[config.mk]
export PLATFORM = sky130hd
export DESIGN_NAME = lutdac_control
export DESIGN_NICKNAME = d
export VERILOG_FILES = /design/src/lutdac_pkg.sv /design/src/lutdac_control.sv
export SDC_FILE = /design/constraint.sdc
export NUM_CORES = 2
export LEC_CHECK = 0
export ABC_AREA = 1
export BUFFER_PORTS_ARGS = -buffer_cell sky130_fd_sc_hd__buf_2
export CORE_ASPECT_RATIO = 0.75
export CORE_MARGIN = 5
export CORE_UTILIZATION = 25
export CTS_CLUSTER_DIAMETER = 40
export DETAILED_ROUTE_END_ITERATION = 10
export HOLD_SLACK_MARGIN = 0.15
export PLACE_DENSITY = 0.46
export SYNTH_ARGS = -nofsm -noshare
export SYNTH_HDL_FRONTEND = slang
export SYNTH_SLANG_ARGS = --single-unit
[constraint.sdc]
create_clock -name ref_clk -period 5.75 [get_ports ref_clk]
set_clock_uncertainty 0.1 [all_clocks]
set_input_delay 0.575 -clock ref_clk [delete_from_list [all_inputs] [get_ports ref_clk]]
set_output_delay 0.575 -clock ref_clk [all_outputs]
set_load 0.1 [all_outputs]
[src/lutdac_pkg.sv]
// Constants shared by the look-up table and converter control path.
// Assumes byte-wide memory accesses already decoded from the serial link.
package lutdac_pkg;
  localparam int ADDR_W = 9;
  localparam int DATA_W = 8;
  localparam int ROW_W = 6;
  localparam int TABLE_DEPTH = 64;
  localparam int GP_DEPTH = 128;
  localparam int FILTER_MATCHES = 4;
  localparam int CNT_W = 3;

  // Memory map
  localparam logic [8:0] GP_BASE = 9'h000;
  localparam logic [8:0] GP_LAST = 9'h07F;
  localparam logic [8:0] CTRL_BASE = 9'h080;
  localparam logic [8:0] CTRL_LAST = 9'h085;
  localparam logic [8:0] WRITE_ENABLE_CONTROL_ADDR = 9'h086;
  localparam logic [8:0] CONVERTER_RESULT_STATUS_ADDR = 9'h087;
  localparam logic [8:0] TABLE_ONE_BASE = 9'h090;
  localparam logic [8:0] TABLE_ONE_LAST = 9'h0CF;
  localparam logic [8:0] TABLE_TWO_BASE = 9'h0D0;
  localparam logic [8:0] TABLE_TWO_LAST = 9'h10F;
  localparam int CTRL_COUNT = 6;

  // Control register indices
  localparam int CTRL0_IDX = 0;
  localparam int CTRL1_IDX = 1;
  localparam int CTRL2_IDX = 2;
  localparam int CTRL3_IDX = 3;
  localparam int CTRL4_IDX = 4;
  localparam int CTRL5_IDX = 5;

  // Control register 0 field positions
  localparam int REF_SEL_BIT = 0;
  localparam int INPUT_SEL_BIT = 1;
  localparam int DIR_ONE_BIT = 2;
  localparam int DIR_TWO_BIT = 3;
  localparam int FILTER_DIS_BIT = 4;

  // Control register 5 field positions
  localparam int DAC_TWO_DIRECT_BIT = 7;
  localparam int TABLE_TWO_ROW_BIT = 6;
  localparam int DAC_ONE_DIRECT_BIT = 5;
  localparam int TABLE_ONE_ROW_BIT = 4;
  localparam int FS_TWO_LSB = 2;
  localparam int FS_ONE_LSB = 0;

  // Write enable register
  localparam int LATCH_BIT = 7;

  // Slice positions and index widths
  localparam int UPPER_LSB = 2;
  localparam int FS_W = 2;
  localparam int GP_IDX_W = 7;
  localparam int CTRL_IDX_W = 3;

  // Reset values and filter count constants
  localparam logic [7:0] CTRL_RESET = 8'h00;
  localparam logic [7:0] BYTE_ZERO = 8'h00;
  localparam logic [ROW_W-1:0] ROW_ZERO = 6'h00;
  localparam logic [CNT_W-1:0] CNT_ZERO = 3'h0;
  localparam logic [CNT_W-1:0] CNT_ONE = 3'h1;
  localparam logic [CNT_W-1:0] CNT_FULL = 3'h4;
endpackage : lutdac_pkg

[src/lutdac_control.sv]
// Control path of a dual-channel sensor conditioner: write-enable latch,
// converter result filter, two look-up tables and DAC input selection.
// Assumes a serial slave front end that turns bus traffic into single
// cycle byte read/write requests, and a converter giving a done strobe.
//
// Function
// - DAC two direct bit low: DAC two takes table two row byte.
// - DAC two direct bit high: DAC two takes control register 4.
// - Writes other than to 86h abort and are not acknowledged unless write-enable latch set.
// - Write-enable latch is volatile and clears to 0 at reset.
// - Writing 80h to location 86h sets the write-enable latch.
// - Latch stays set until reset or a write to 86h with bit 7 clear, such as 00h.
// - Changing the latch leaves other bits of that register unchanged.
// - Converter result is a read-only status byte at 87h.
// - Status byte is the 8-bit code, 00h minimum to FFh full scale.
// - Upper six result bits index both tables in converter mode.
// - Filter on: update result after four equal upper-six conversions.
// - Filter off: update result after every conversion.
// - Reference select bit: 0 internal and driven out, 1 external.
// - Input select bit: 0 temperature sensor, 1 external sense pin.
// - Two 64-byte tables; each outputs the byte of its selected row.
// - Row byte address is base 90h or D0h plus row index.
// - Direct-row mode takes row from six LSBs of control 1 or 2.
// - Two-bit full-scale field per channel picks range resistor.
// - Two direction bits set source or sink per channel.
// - Table one row select bit: 0 converter, 1 direct row bits.
// - DAC one direct bit: 0 table one row, 1 control register 3.
// - Both DAC bytes held at 00h until first valid result.
// - Table two row select bit: 0 converter, 1 direct row bits.
`timescale 1ns/1ps
`default_nettype none

module lutdac_control (
  // Clock and reset
  input wire logic ref_clk,
  input wire logic rst_n,
  // Memory access from serial front end
  input wire logic mem_wr,
  input wire logic mem_rd,
  input wire logic [8:0] mem_addr,
  input wire logic [7:0] mem_wdata,
  output logic mem_done,
  output logic mem_ack,
  output logic [7:0] mem_rdata,
  // Converter
  input wire logic [7:0] adc_code,
  input wire logic adc_done,
  output logic reference_source_select,
  output logic reference_pin_drive_en,
  output logic converter_input_select,
  // Current channels
  output logic [7:0] dac_one_code,
  output logic [7:0] dac_two_code,
  output logic [8:0] table_one_row_addr,
  output logic [8:0] table_two_row_addr,
  output logic [1:0] channel_one_full_scale_select,
  output logic [1:0] channel_two_full_scale_select,
  output logic channel_one_direction,
  output logic channel_two_direction
);

  // Storage
  logic [7:0] gp_mem [0:lutdac_pkg::GP_DEPTH-1];
  logic [7:0] table_one [0:lutdac_pkg::TABLE_DEPTH-1];
  logic [7:0] table_two [0:lutdac_pkg::TABLE_DEPTH-1];
  logic [7:0] ctrl_reg [0:lutdac_pkg::CTRL_COUNT-1];
  logic [7:0] ctrl_next [0:lutdac_pkg::CTRL_COUNT-1];
  logic write_enable_latch_reg, write_enable_latch_next;

  // Access handshake
  logic mem_done_reg, mem_done_next;
  logic mem_ack_reg, mem_ack_next;
  logic [7:0] mem_rdata_reg, mem_rdata_next;

  // Converter filter
  logic [7:0] result_reg, result_next;
  logic result_valid_reg, result_valid_next;
  logic [5:0] last_upper_reg, last_upper_next;
  logic [2:0] match_cnt_reg, match_cnt_next;

  // DAC inputs
  logic [7:0] dac_one_reg, dac_one_next;
  logic [7:0] dac_two_reg, dac_two_next;

  // Decoded controls
  logic stability_filter_disable;
  logic table_one_direct_row_select, table_two_direct_row_select;
  logic dac_one_direct_select, dac_two_direct_select;
  logic [5:0] row_one, row_two;
  logic [7:0] table_one_byte, table_two_byte;
  logic in_gp, in_ctrl, in_t1, in_t2;
  logic is_latch_loc, is_status;
  logic write_ok;
  logic [8:0] gp_off, ctrl_off, t1_off, t2_off;
  // Narrowed offsets; the range decode keeps each one in bounds
  logic [lutdac_pkg::GP_IDX_W-1:0] gp_idx;
  logic [lutdac_pkg::CTRL_IDX_W-1:0] ctrl_idx;
  logic [lutdac_pkg::ROW_W-1:0] t1_idx, t2_idx;
  logic [lutdac_pkg::ROW_W-1:0] adc_upper, result_upper;
  logic [7:0] latch_byte;

  assign stability_filter_disable =
    ctrl_reg[lutdac_pkg::CTRL0_IDX][lutdac_pkg::FILTER_DIS_BIT];
  assign table_one_direct_row_select =
    ctrl_reg[lutdac_pkg::CTRL5_IDX][lutdac_pkg::TABLE_ONE_ROW_BIT];
  assign table_two_direct_row_select =
    ctrl_reg[lutdac_pkg::CTRL5_IDX][lutdac_pkg::TABLE_TWO_ROW_BIT];
  assign dac_one_direct_select =
    ctrl_reg[lutdac_pkg::CTRL5_IDX][lutdac_pkg::DAC_ONE_DIRECT_BIT];
  assign dac_two_direct_select =
    ctrl_reg[lutdac_pkg::CTRL5_IDX][lutdac_pkg::DAC_TWO_DIRECT_BIT];

  // Row selection, converter or direct bits
  assign adc_upper =
    adc_code[lutdac_pkg::UPPER_LSB +: lutdac_pkg::ROW_W];
  assign result_upper =
    result_reg[lutdac_pkg::UPPER_LSB +: lutdac_pkg::ROW_W];
  assign row_one = table_one_direct_row_select ?
    ctrl_reg[lutdac_pkg::CTRL1_IDX][lutdac_pkg::ROW_W-1:0] :
    result_upper;
  assign row_two = table_two_direct_row_select ?
    ctrl_reg[lutdac_pkg::CTRL2_IDX][lutdac_pkg::ROW_W-1:0] :
    result_upper;
  assign table_one_byte = table_one[row_one];
  assign table_two_byte = table_two[row_two];

  // Address decode
  assign in_gp = (mem_addr <= lutdac_pkg::GP_LAST);
  assign in_ctrl = (mem_addr >= lutdac_pkg::CTRL_BASE) &&
                   (mem_addr <= lutdac_pkg::CTRL_LAST);
  assign in_t1 = (mem_addr >= lutdac_pkg::TABLE_ONE_BASE) &&
                 (mem_addr <= lutdac_pkg::TABLE_ONE_LAST);
  assign in_t2 = (mem_addr >= lutdac_pkg::TABLE_TWO_BASE) &&
                 (mem_addr <= lutdac_pkg::TABLE_TWO_LAST);
  assign is_latch_loc = (mem_addr == lutdac_pkg::WRITE_ENABLE_CONTROL_ADDR);
  assign is_status = (mem_addr == lutdac_pkg::CONVERTER_RESULT_STATUS_ADDR);
  assign gp_off = mem_addr - lutdac_pkg::GP_BASE;
  assign ctrl_off = mem_addr - lutdac_pkg::CTRL_BASE;
  assign t1_off = mem_addr - lutdac_pkg::TABLE_ONE_BASE;
  assign t2_off = mem_addr - lutdac_pkg::TABLE_TWO_BASE;
  assign gp_idx = gp_off[lutdac_pkg::GP_IDX_W-1:0];
  assign ctrl_idx = ctrl_off[lutdac_pkg::CTRL_IDX_W-1:0];
  assign t1_idx = t1_off[lutdac_pkg::ROW_W-1:0];
  assign t2_idx = t2_off[lutdac_pkg::ROW_W-1:0];

  // Latch register itself is always writable, everything else needs it
  assign write_ok =
    mem_wr && (write_enable_latch_reg || is_latch_loc);

  // Reserved bits of the latch location read back as zero
  always_comb begin
    latch_byte = lutdac_pkg::BYTE_ZERO;
    latch_byte[lutdac_pkg::LATCH_BIT] = write_enable_latch_reg;
  end

  // Control registers and latch
  always_comb begin
    for (int i = 0; i < lutdac_pkg::CTRL_COUNT; i++) begin
      ctrl_next[i] = ctrl_reg[i];
    end
    write_enable_latch_next = write_enable_latch_reg;
    if (write_ok && in_ctrl) begin
      ctrl_next[ctrl_idx] = mem_wdata;
    end
    // Reserved bits of this register hold nothing, so only the latch moves
    if (write_ok && is_latch_loc) begin
      write_enable_latch_next =
        mem_wdata[lutdac_pkg::LATCH_BIT];
    end
  end

  always_ff @(posedge ref_clk) begin
    if (!rst_n) begin
      for (int i = 0; i < lutdac_pkg::CTRL_COUNT; i++) begin
        ctrl_reg[i] <= lutdac_pkg::CTRL_RESET;
      end
      write_enable_latch_reg <= 1'b0;
    end else begin
      for (int i = 0; i < lutdac_pkg::CTRL_COUNT; i++) begin
        ctrl_reg[i] <= ctrl_next[i];
      end
      write_enable_latch_reg <= write_enable_latch_next;
    end
  end

  // Arrays: written in place to keep them as plain memories
  always_ff @(posedge ref_clk) begin
    if (!rst_n) begin
      for (int i = 0; i < lutdac_pkg::GP_DEPTH; i++) begin
        gp_mem[i] <= lutdac_pkg::BYTE_ZERO;
      end
      for (int i = 0; i < lutdac_pkg::TABLE_DEPTH; i++) begin
        table_one[i] <= lutdac_pkg::BYTE_ZERO;
        table_two[i] <= lutdac_pkg::BYTE_ZERO;
      end
    end else if (write_ok) begin
      if (in_gp) begin
        gp_mem[gp_idx] <= mem_wdata;
      end
      if (in_t1) begin
        table_one[t1_idx] <= mem_wdata;
      end
      if (in_t2) begin
        table_two[t2_idx] <= mem_wdata;
      end
    end
  end

  // Access answer
  always_comb begin
    mem_done_next = mem_wr || mem_rd;
    mem_ack_next = 1'b0;
    mem_rdata_next = mem_rdata_reg;
    if (mem_wr) begin
      mem_ack_next = write_ok;
    end else if (mem_rd) begin
      mem_ack_next = 1'b1;
      mem_rdata_next = lutdac_pkg::BYTE_ZERO;
      if (in_gp) begin
        mem_rdata_next = gp_mem[gp_idx];
      end else if (in_ctrl) begin
        mem_rdata_next = ctrl_reg[ctrl_idx];
      end else if (is_latch_loc) begin
        mem_rdata_next = latch_byte;
      end else if (is_status) begin
        mem_rdata_next = result_reg;
      end else if (in_t1) begin
        mem_rdata_next = table_one[t1_idx];
      end else if (in_t2) begin
        mem_rdata_next = table_two[t2_idx];
      end
    end
  end

  always_ff @(posedge ref_clk) begin
    if (!rst_n) begin
      mem_done_reg <= 1'b0;
      mem_ack_reg <= 1'b0;
      mem_rdata_reg <= lutdac_pkg::BYTE_ZERO;
    end else begin
      mem_done_reg <= mem_done_next;
      mem_ack_reg <= mem_ack_next;
      mem_rdata_reg <= mem_rdata_next;
    end
  end

  // Stability filter; a noisy sensor near a row edge would otherwise
  // make the tables chatter between neighbouring rows
  always_comb begin
    result_next = result_reg;
    result_valid_next = result_valid_reg;
    last_upper_next = last_upper_reg;
    match_cnt_next = match_cnt_reg;
    if (adc_done) begin
      last_upper_next = adc_upper;
      // Saturating count: a steady input reloads the result every time
      if (match_cnt_reg == lutdac_pkg::CNT_ZERO ||
          adc_upper != last_upper_reg) begin
        match_cnt_next = lutdac_pkg::CNT_ONE;
      end else if (match_cnt_reg != lutdac_pkg::CNT_FULL) begin
        match_cnt_next = match_cnt_reg + lutdac_pkg::CNT_ONE;
      end
      if (stability_filter_disable) begin
        result_next = adc_code;
        result_valid_next = 1'b1;
      end else if (match_cnt_next == lutdac_pkg::CNT_FULL) begin
        result_next = adc_code;
        result_valid_next = 1'b1;
      end
    end
  end

  always_ff @(posedge ref_clk) begin
    if (!rst_n) begin
      result_reg <= lutdac_pkg::BYTE_ZERO;
      result_valid_reg <= 1'b0;
      last_upper_reg <= lutdac_pkg::ROW_ZERO;
      match_cnt_reg <= lutdac_pkg::CNT_ZERO;
    end else begin
      result_reg <= result_next;
      result_valid_reg <= result_valid_next;
      last_upper_reg <= last_upper_next;
      match_cnt_reg <= match_cnt_next;
    end
  end

  // DAC input selection
  always_comb begin
    dac_one_next = lutdac_pkg::BYTE_ZERO;
    dac_two_next = lutdac_pkg::BYTE_ZERO;
    // Direct bytes also wait for the first result, as after power-up
    if (result_valid_reg) begin
      if (dac_one_direct_select) begin
        dac_one_next = ctrl_reg[lutdac_pkg::CTRL3_IDX];
      end else begin
        dac_one_next = table_one_byte;
      end
      if (dac_two_direct_select) begin
        dac_two_next = ctrl_reg[lutdac_pkg::CTRL4_IDX];
      end else begin
        dac_two_next = table_two_byte;
      end
    end
  end

  always_ff @(posedge ref_clk) begin
    if (!rst_n) begin
      dac_one_reg <= lutdac_pkg::BYTE_ZERO;
      dac_two_reg <= lutdac_pkg::BYTE_ZERO;
    end else begin
      dac_one_reg <= dac_one_next;
      dac_two_reg <= dac_two_next;
    end
  end

  // Outputs
  assign mem_done = mem_done_reg;
  assign mem_ack = mem_ack_reg;
  assign mem_rdata = mem_rdata_reg;
  assign dac_one_code = dac_one_reg;
  assign dac_two_code = dac_two_reg;
  assign table_one_row_addr =
    lutdac_pkg::TABLE_ONE_BASE + {3'h0, row_one};
  assign table_two_row_addr =
    lutdac_pkg::TABLE_TWO_BASE + {3'h0, row_two};
  assign reference_source_select =
    ctrl_reg[lutdac_pkg::CTRL0_IDX][lutdac_pkg::REF_SEL_BIT];
  assign reference_pin_drive_en = !reference_source_select;
  assign converter_input_select =
    ctrl_reg[lutdac_pkg::CTRL0_IDX][lutdac_pkg::INPUT_SEL_BIT];
  assign channel_one_direction =
    ctrl_reg[lutdac_pkg::CTRL0_IDX][lutdac_pkg::DIR_ONE_BIT];
  assign channel_two_direction =
    ctrl_reg[lutdac_pkg::CTRL0_IDX][lutdac_pkg::DIR_TWO_BIT];
  assign channel_one_full_scale_select =
    ctrl_reg[lutdac_pkg::CTRL5_IDX]
      [lutdac_pkg::FS_ONE_LSB +: lutdac_pkg::FS_W];
  assign channel_two_full_scale_select =
    ctrl_reg[lutdac_pkg::CTRL5_IDX]
      [lutdac_pkg::FS_TWO_LSB +: lutdac_pkg::FS_W];

endmodule : lutdac_control

`default_nettype wire

; ---- Word-level counts from Yosys, hierarchy flattened
; Memories as Yosys holds them, arrays and structs flattened.
; Index checks and enable logic that the tools add are counted.
[classes]
eq_ne = 5
n_addsub = 6
magnitude_cmp = 9
n_reduce_logical = 19
muxes = 52
bitwise = 8
[op_table]
columns = operator, count
row1 = 8-bit 2-to-1 mux, 20
row2 = 48-bit bitwise mux, 1
row3 = 48-bit 2-to-1 mux, 1
row4 = "9-bit by 8-bit greater-or-equal comparator with 1-bit output, second input constant", 3
row5 = 8-bit demux with 3-bit select, 1
row6 = 6-bit 2-to-1 mux, 4
row7 = 8-bit OR reduction, 3
row8 = 1-bit 2-to-1 mux, 21
row9 = "8-bit by 6-bit adder with 9-bit output, first input constant", 2
row10 = "9-bit by 8-bit equality test with 1-bit output, second input constant", 2
row11 = "9-bit by 8-bit less-or-equal comparator with 1-bit output, second input constant", 2
row12 = "6-bit by 5-bit subtractor with 6-bit output, second input constant", 2
row13 = "9-bit by 7-bit less-or-equal comparator with 1-bit output, second input constant", 1
row14 = "9-bit less-or-equal comparator, second input constant", 1
row15 = 3-bit 2-to-1 mux, 3
row16 = 1-bit logical AND, 7
row17 = 7-bit 2-to-1 mux, 1
row18 = 6-bit != test, 1
row19 = 1-bit OR, 6
row20 = 2-bit AND reduction, 3
row21 = "4-bit greater-or-equal comparator, second input constant", 1
row22 = "4-bit by 1-bit < comparator with 1-bit output, second input constant", 1
row23 = 3-bit NOT with 4-bit output, 1
row24 = "3-bit by 1-bit adder with 3-bit output, second input constant", 1
row25 = 8 further kinds, 10
[totals]
input_bits = 30
regBits = 45
ramBits = 2096
mem_count = 4
out_inout_bits = 53
[memory_table]
columns = name, words, word_bits, read_ports, rd_ports_with_merged_regs, write_ports, line
row1 = gp_mem, 128, 8, 1, 0, 128, lutdac_control.sv:63  ; logic [7:0] gp_mem [0:lutdac_pkg::GP_DEPTH-1];
row2 = table_one, 64, 8, 2, 0, 64, lutdac_control.sv:64  ; logic [7:0] table_one [0:lutdac_pkg::TABLE_DEPTH-1];
row3 = table_two, 64, 8, 2, 0, 64, lutdac_control.sv:65  ; logic [7:0] table_two [0:lutdac_pkg::TABLE_DEPTH-1];
row4 = ctrl_reg, 6, 8, 7, 0, 6, lutdac_control.sv:66  ; logic [7:0] ctrl_reg [0:lutdac_pkg::CTRL_COUNT-1];

; ---- Logic depth before layout (Yosys ltp)
[logic_depth]
word_depth = 9
ltp_mapped = 21

; ---- Worst setup path after synthesis
; No wires, ideal clock.
[synth_timing]
path_kind = register to output
startpoint = memory ctrl_reg[5][6]
endpoint = output table_two_row_addr[7]
arrival_ps = 3140
t_required_ps = 5075
n_path_buf = 3
path_slack_ps = 1935
stages_incl_launch_ff = 8
cell_sequence = dfxtp_1 > buf_2 > o21ai_1 > clkinv_1 > clkbuf_1 > ha_1 > inv_1 > buf_4
[synth_lines]
columns = element, line
row1 = from (decl), lutdac_control.sv:66
row2 = to (decl), lutdac_control.sv:55  ; output logic [8:0] table_two_row_addr,

==> out/metrics.cfg <==
[clocking]
post_cts_buffers = 0
clock_sinks = 2141
clock_latency_ns = 0.87
path_clk_slew_ns = 0.07
ctsRootBufferMaster = clkbuf_16
clock_path_buffers = 4
tritoncts = done
htree_levels = 5
cts_made_buffers = 274

[floorplanning]
io_pins = 83
die_height_um = 579
initial_utilization = 0.250
dieWidth_um = 769
die-area_um2 = 446000
rows = 209
core_um2 = 431000

[critical_path]
start_kind = flip-flop
cp.required_ns = 5.08
crit_type = reg -> out
end_kind = output pin
arrival_ns = 3.87
cp_max_fo = 18

[logic_synthesis]
ys_async_sr_fraction = 0
ys.flop_type = edfxtp_1
yosysWarnings = 0
synthTopCellsByArea = edfxtp_1, nand2_1, nor2_1
synth_seq_area_share = 0.586
netlist_top_cells_count = nand2_1, nor2_1, edfxtp_1
synth_area_um2 = 108000
syn_nets = 12594
synth_top_area_frac = 0.569
syn_avg_cell_area_um2 = 8.60
ys_types = 51
synth-edff-count = 2048
synth_seq_cells = 2141
netlist_instances = 12556
synth_area_leader_cell = edfxtp_1
yosysMostFrequentCell = nand2_1

[placed_design]
dp_hpwl_um = 280000
placedInstanceArea_um2 = 115000
numPortBuffers = 80
gp_congestion = 0.892

[sta]
worst_pin_slew_ns = 1.24
period_minus_slack_ns = 4.54
setup_viol = 0
maxSlewViolCount = 0
rsz0062_at_grt = false
maxSlewHeadroom = 0.172
fin_crit_sh = 0.790
fmax_mhz = 220
hold_viol = 0
finalSetupTns_ns = 0

[layout]
largest_register_ffs = 1024
areaGrowthSynthToFinish_pct = 14.7
top_register = gp_mem
nets = 12287
top_regs = gp_mem (1024), table_one (512), table_two (512)
drive_above_1_share = 0.0790
stdcell_area_um2 = 124000

[routing]
wl_um = 444000
viasPerCell = 5.02
drc_errors = 0
drt-initial-drc-count = 12419
ant_nets = 0
wl_per_cell_um = 24.4
firstDrtPassIters = 8
vias = 91120

[power]
sw_frac_of_total = 0.267
p_comb_frac = 0.080
powerDensity_nw_per_um2 = 311
clockPowerShare = 0.459
ir_worst_vdd_v = 0.000212
p_leak_nw = 48.9
pwr-share-seq = 0.461
p_sw_mw = 10.3
intPower_mw = 28.2

[job]
drv_cap = 0

[grt]
grt_start_max_net_pins = 175
antenna_found_initial = 18
grt_overflow_total = 0
grt_pass1_wl_um = 627000
grt_pass1_vias = 82900
grtUsageTotal = 0.191

[status]
status = finished, final reports clean

[worst_hold_path]
hold_path_class = in -> reg

## cells in the final DEF (no fill, tap or decap), drive strengths merged, types with 8 or more instances in the layout
cell type	instances
nand3	648
a22oi	32
dfxtp	93
or2	11
o21a	9
o21ai	863
o211ai	285
dlygate4sd3	20
inv	642
o22ai	52
nor2	2462
nand3b	8
nand4	54
edfxtp	2048
ha	8
a21oi	530
clkinvlp	31
nand2	3901
bufinv	20
buf	299
clkinv	83
clkbuf	309
## worst max-delay path, stage by stage, from the launching register on
cell and delay [ns]:
dfxtp_1 0.70, nand2_1 0.13, o21ai_2 0.09, buf_4 0.33, clkinv_1 0.71, ha_1 0.57
buf_2 0.42
## per-layer routing
layer	track usage	vias up	wire length, um
met5	0	-	59
met4	0.0426	8	10200
met3	0.0386	571	44700
met2	0.270	4428	181000
met1	0.297	44925	209000
li1	-	41188	-
## what timing repair did
action                                  in CTS  in global routing
resized for setup                            0                  0
endpoints found under the setup margin       0                  0
hold buffers                                20                  0
hold endpoints to repair                    21                  0
## worst paths after layout
kind,end,slack [ns],start,cells past startpoint
setup / recovery,table_two_row_addr[5],1.21,ctrl_reg[5][6],6
hold / removal,table_two[43][0],0.25,mem_wdata[0],3
setup reg to reg,dac_one_code[6],1.40,ctrl_reg[5][4],13
hold reg to reg,match_cnt_reg[1],0.39,match_cnt_reg[1],2
## final cells by class
| type | count | area [um^2] |
|---|---|---|
| repair buffers | 319 | 3070 |
| multi-input cells | 8916 | 39000 |
| inverters | 597 | 2360 |
| flip-flops and latches | 2141 | 63400 |
| fillers | 46094 | 308000 |
| diodes | 7 | 17.5 |
| well taps | 5697 | 7130 |
| clock buffers | 309 | 7210 |
| clock inverters | 179 | 1820 |
## stage by stage
| stage | setup WS (ns) | hold slack [ns] | utilization | cells | total power, mW |
|---|---|---|---|---|---|
| 3_3_place_gp | 0.960 | 0.370 | 0.266 | 17650 | 21.1 |
| 2_1_floorplan | 1.93 | 0.341 | - | 12556 | 19.6 |
| 6_report | 1.21 | 0.245 | 0.287 | 18165 | 38.5 |
| 3_5_place_dp | 0.973 | 0.370 | 0.266 | 17650 | 21.1 |
| 4_1_cts | 1.20 | 0.271 | 0.287 | 18158 | 38.6 |
| 5_1_grt | 0.998 | 0.284 | 0.287 | 18159 | 39.6 |
## power by group through the flow
stage                     Combinational (mW)  Sequential (mW)  Clock, mW
after CTS                               3.00             17.8       17.9
after global placement                  3.00             18.1          0
final                                   3.06             17.8       17.7
after detailed placement                2.98             18.1          0
after global routing                    3.24             17.8       18.6
after floorplan                         1.63             18.0          0
## cells by family (layout without fill, tap and decap cells)
group	Yosys count	count (layout)	synth area share
simple gates	7089	7089	0.264
flops	2141	2141	0.586
compound gates	1810	1810	0.0933
buf+inv	1499	1404	0.0550
fa+ha+maj	8	8	0.000927
xor+xnor	7	7	0.000568
other cells	2	9	0.0000695
Power figures use the tool's default switching activity.
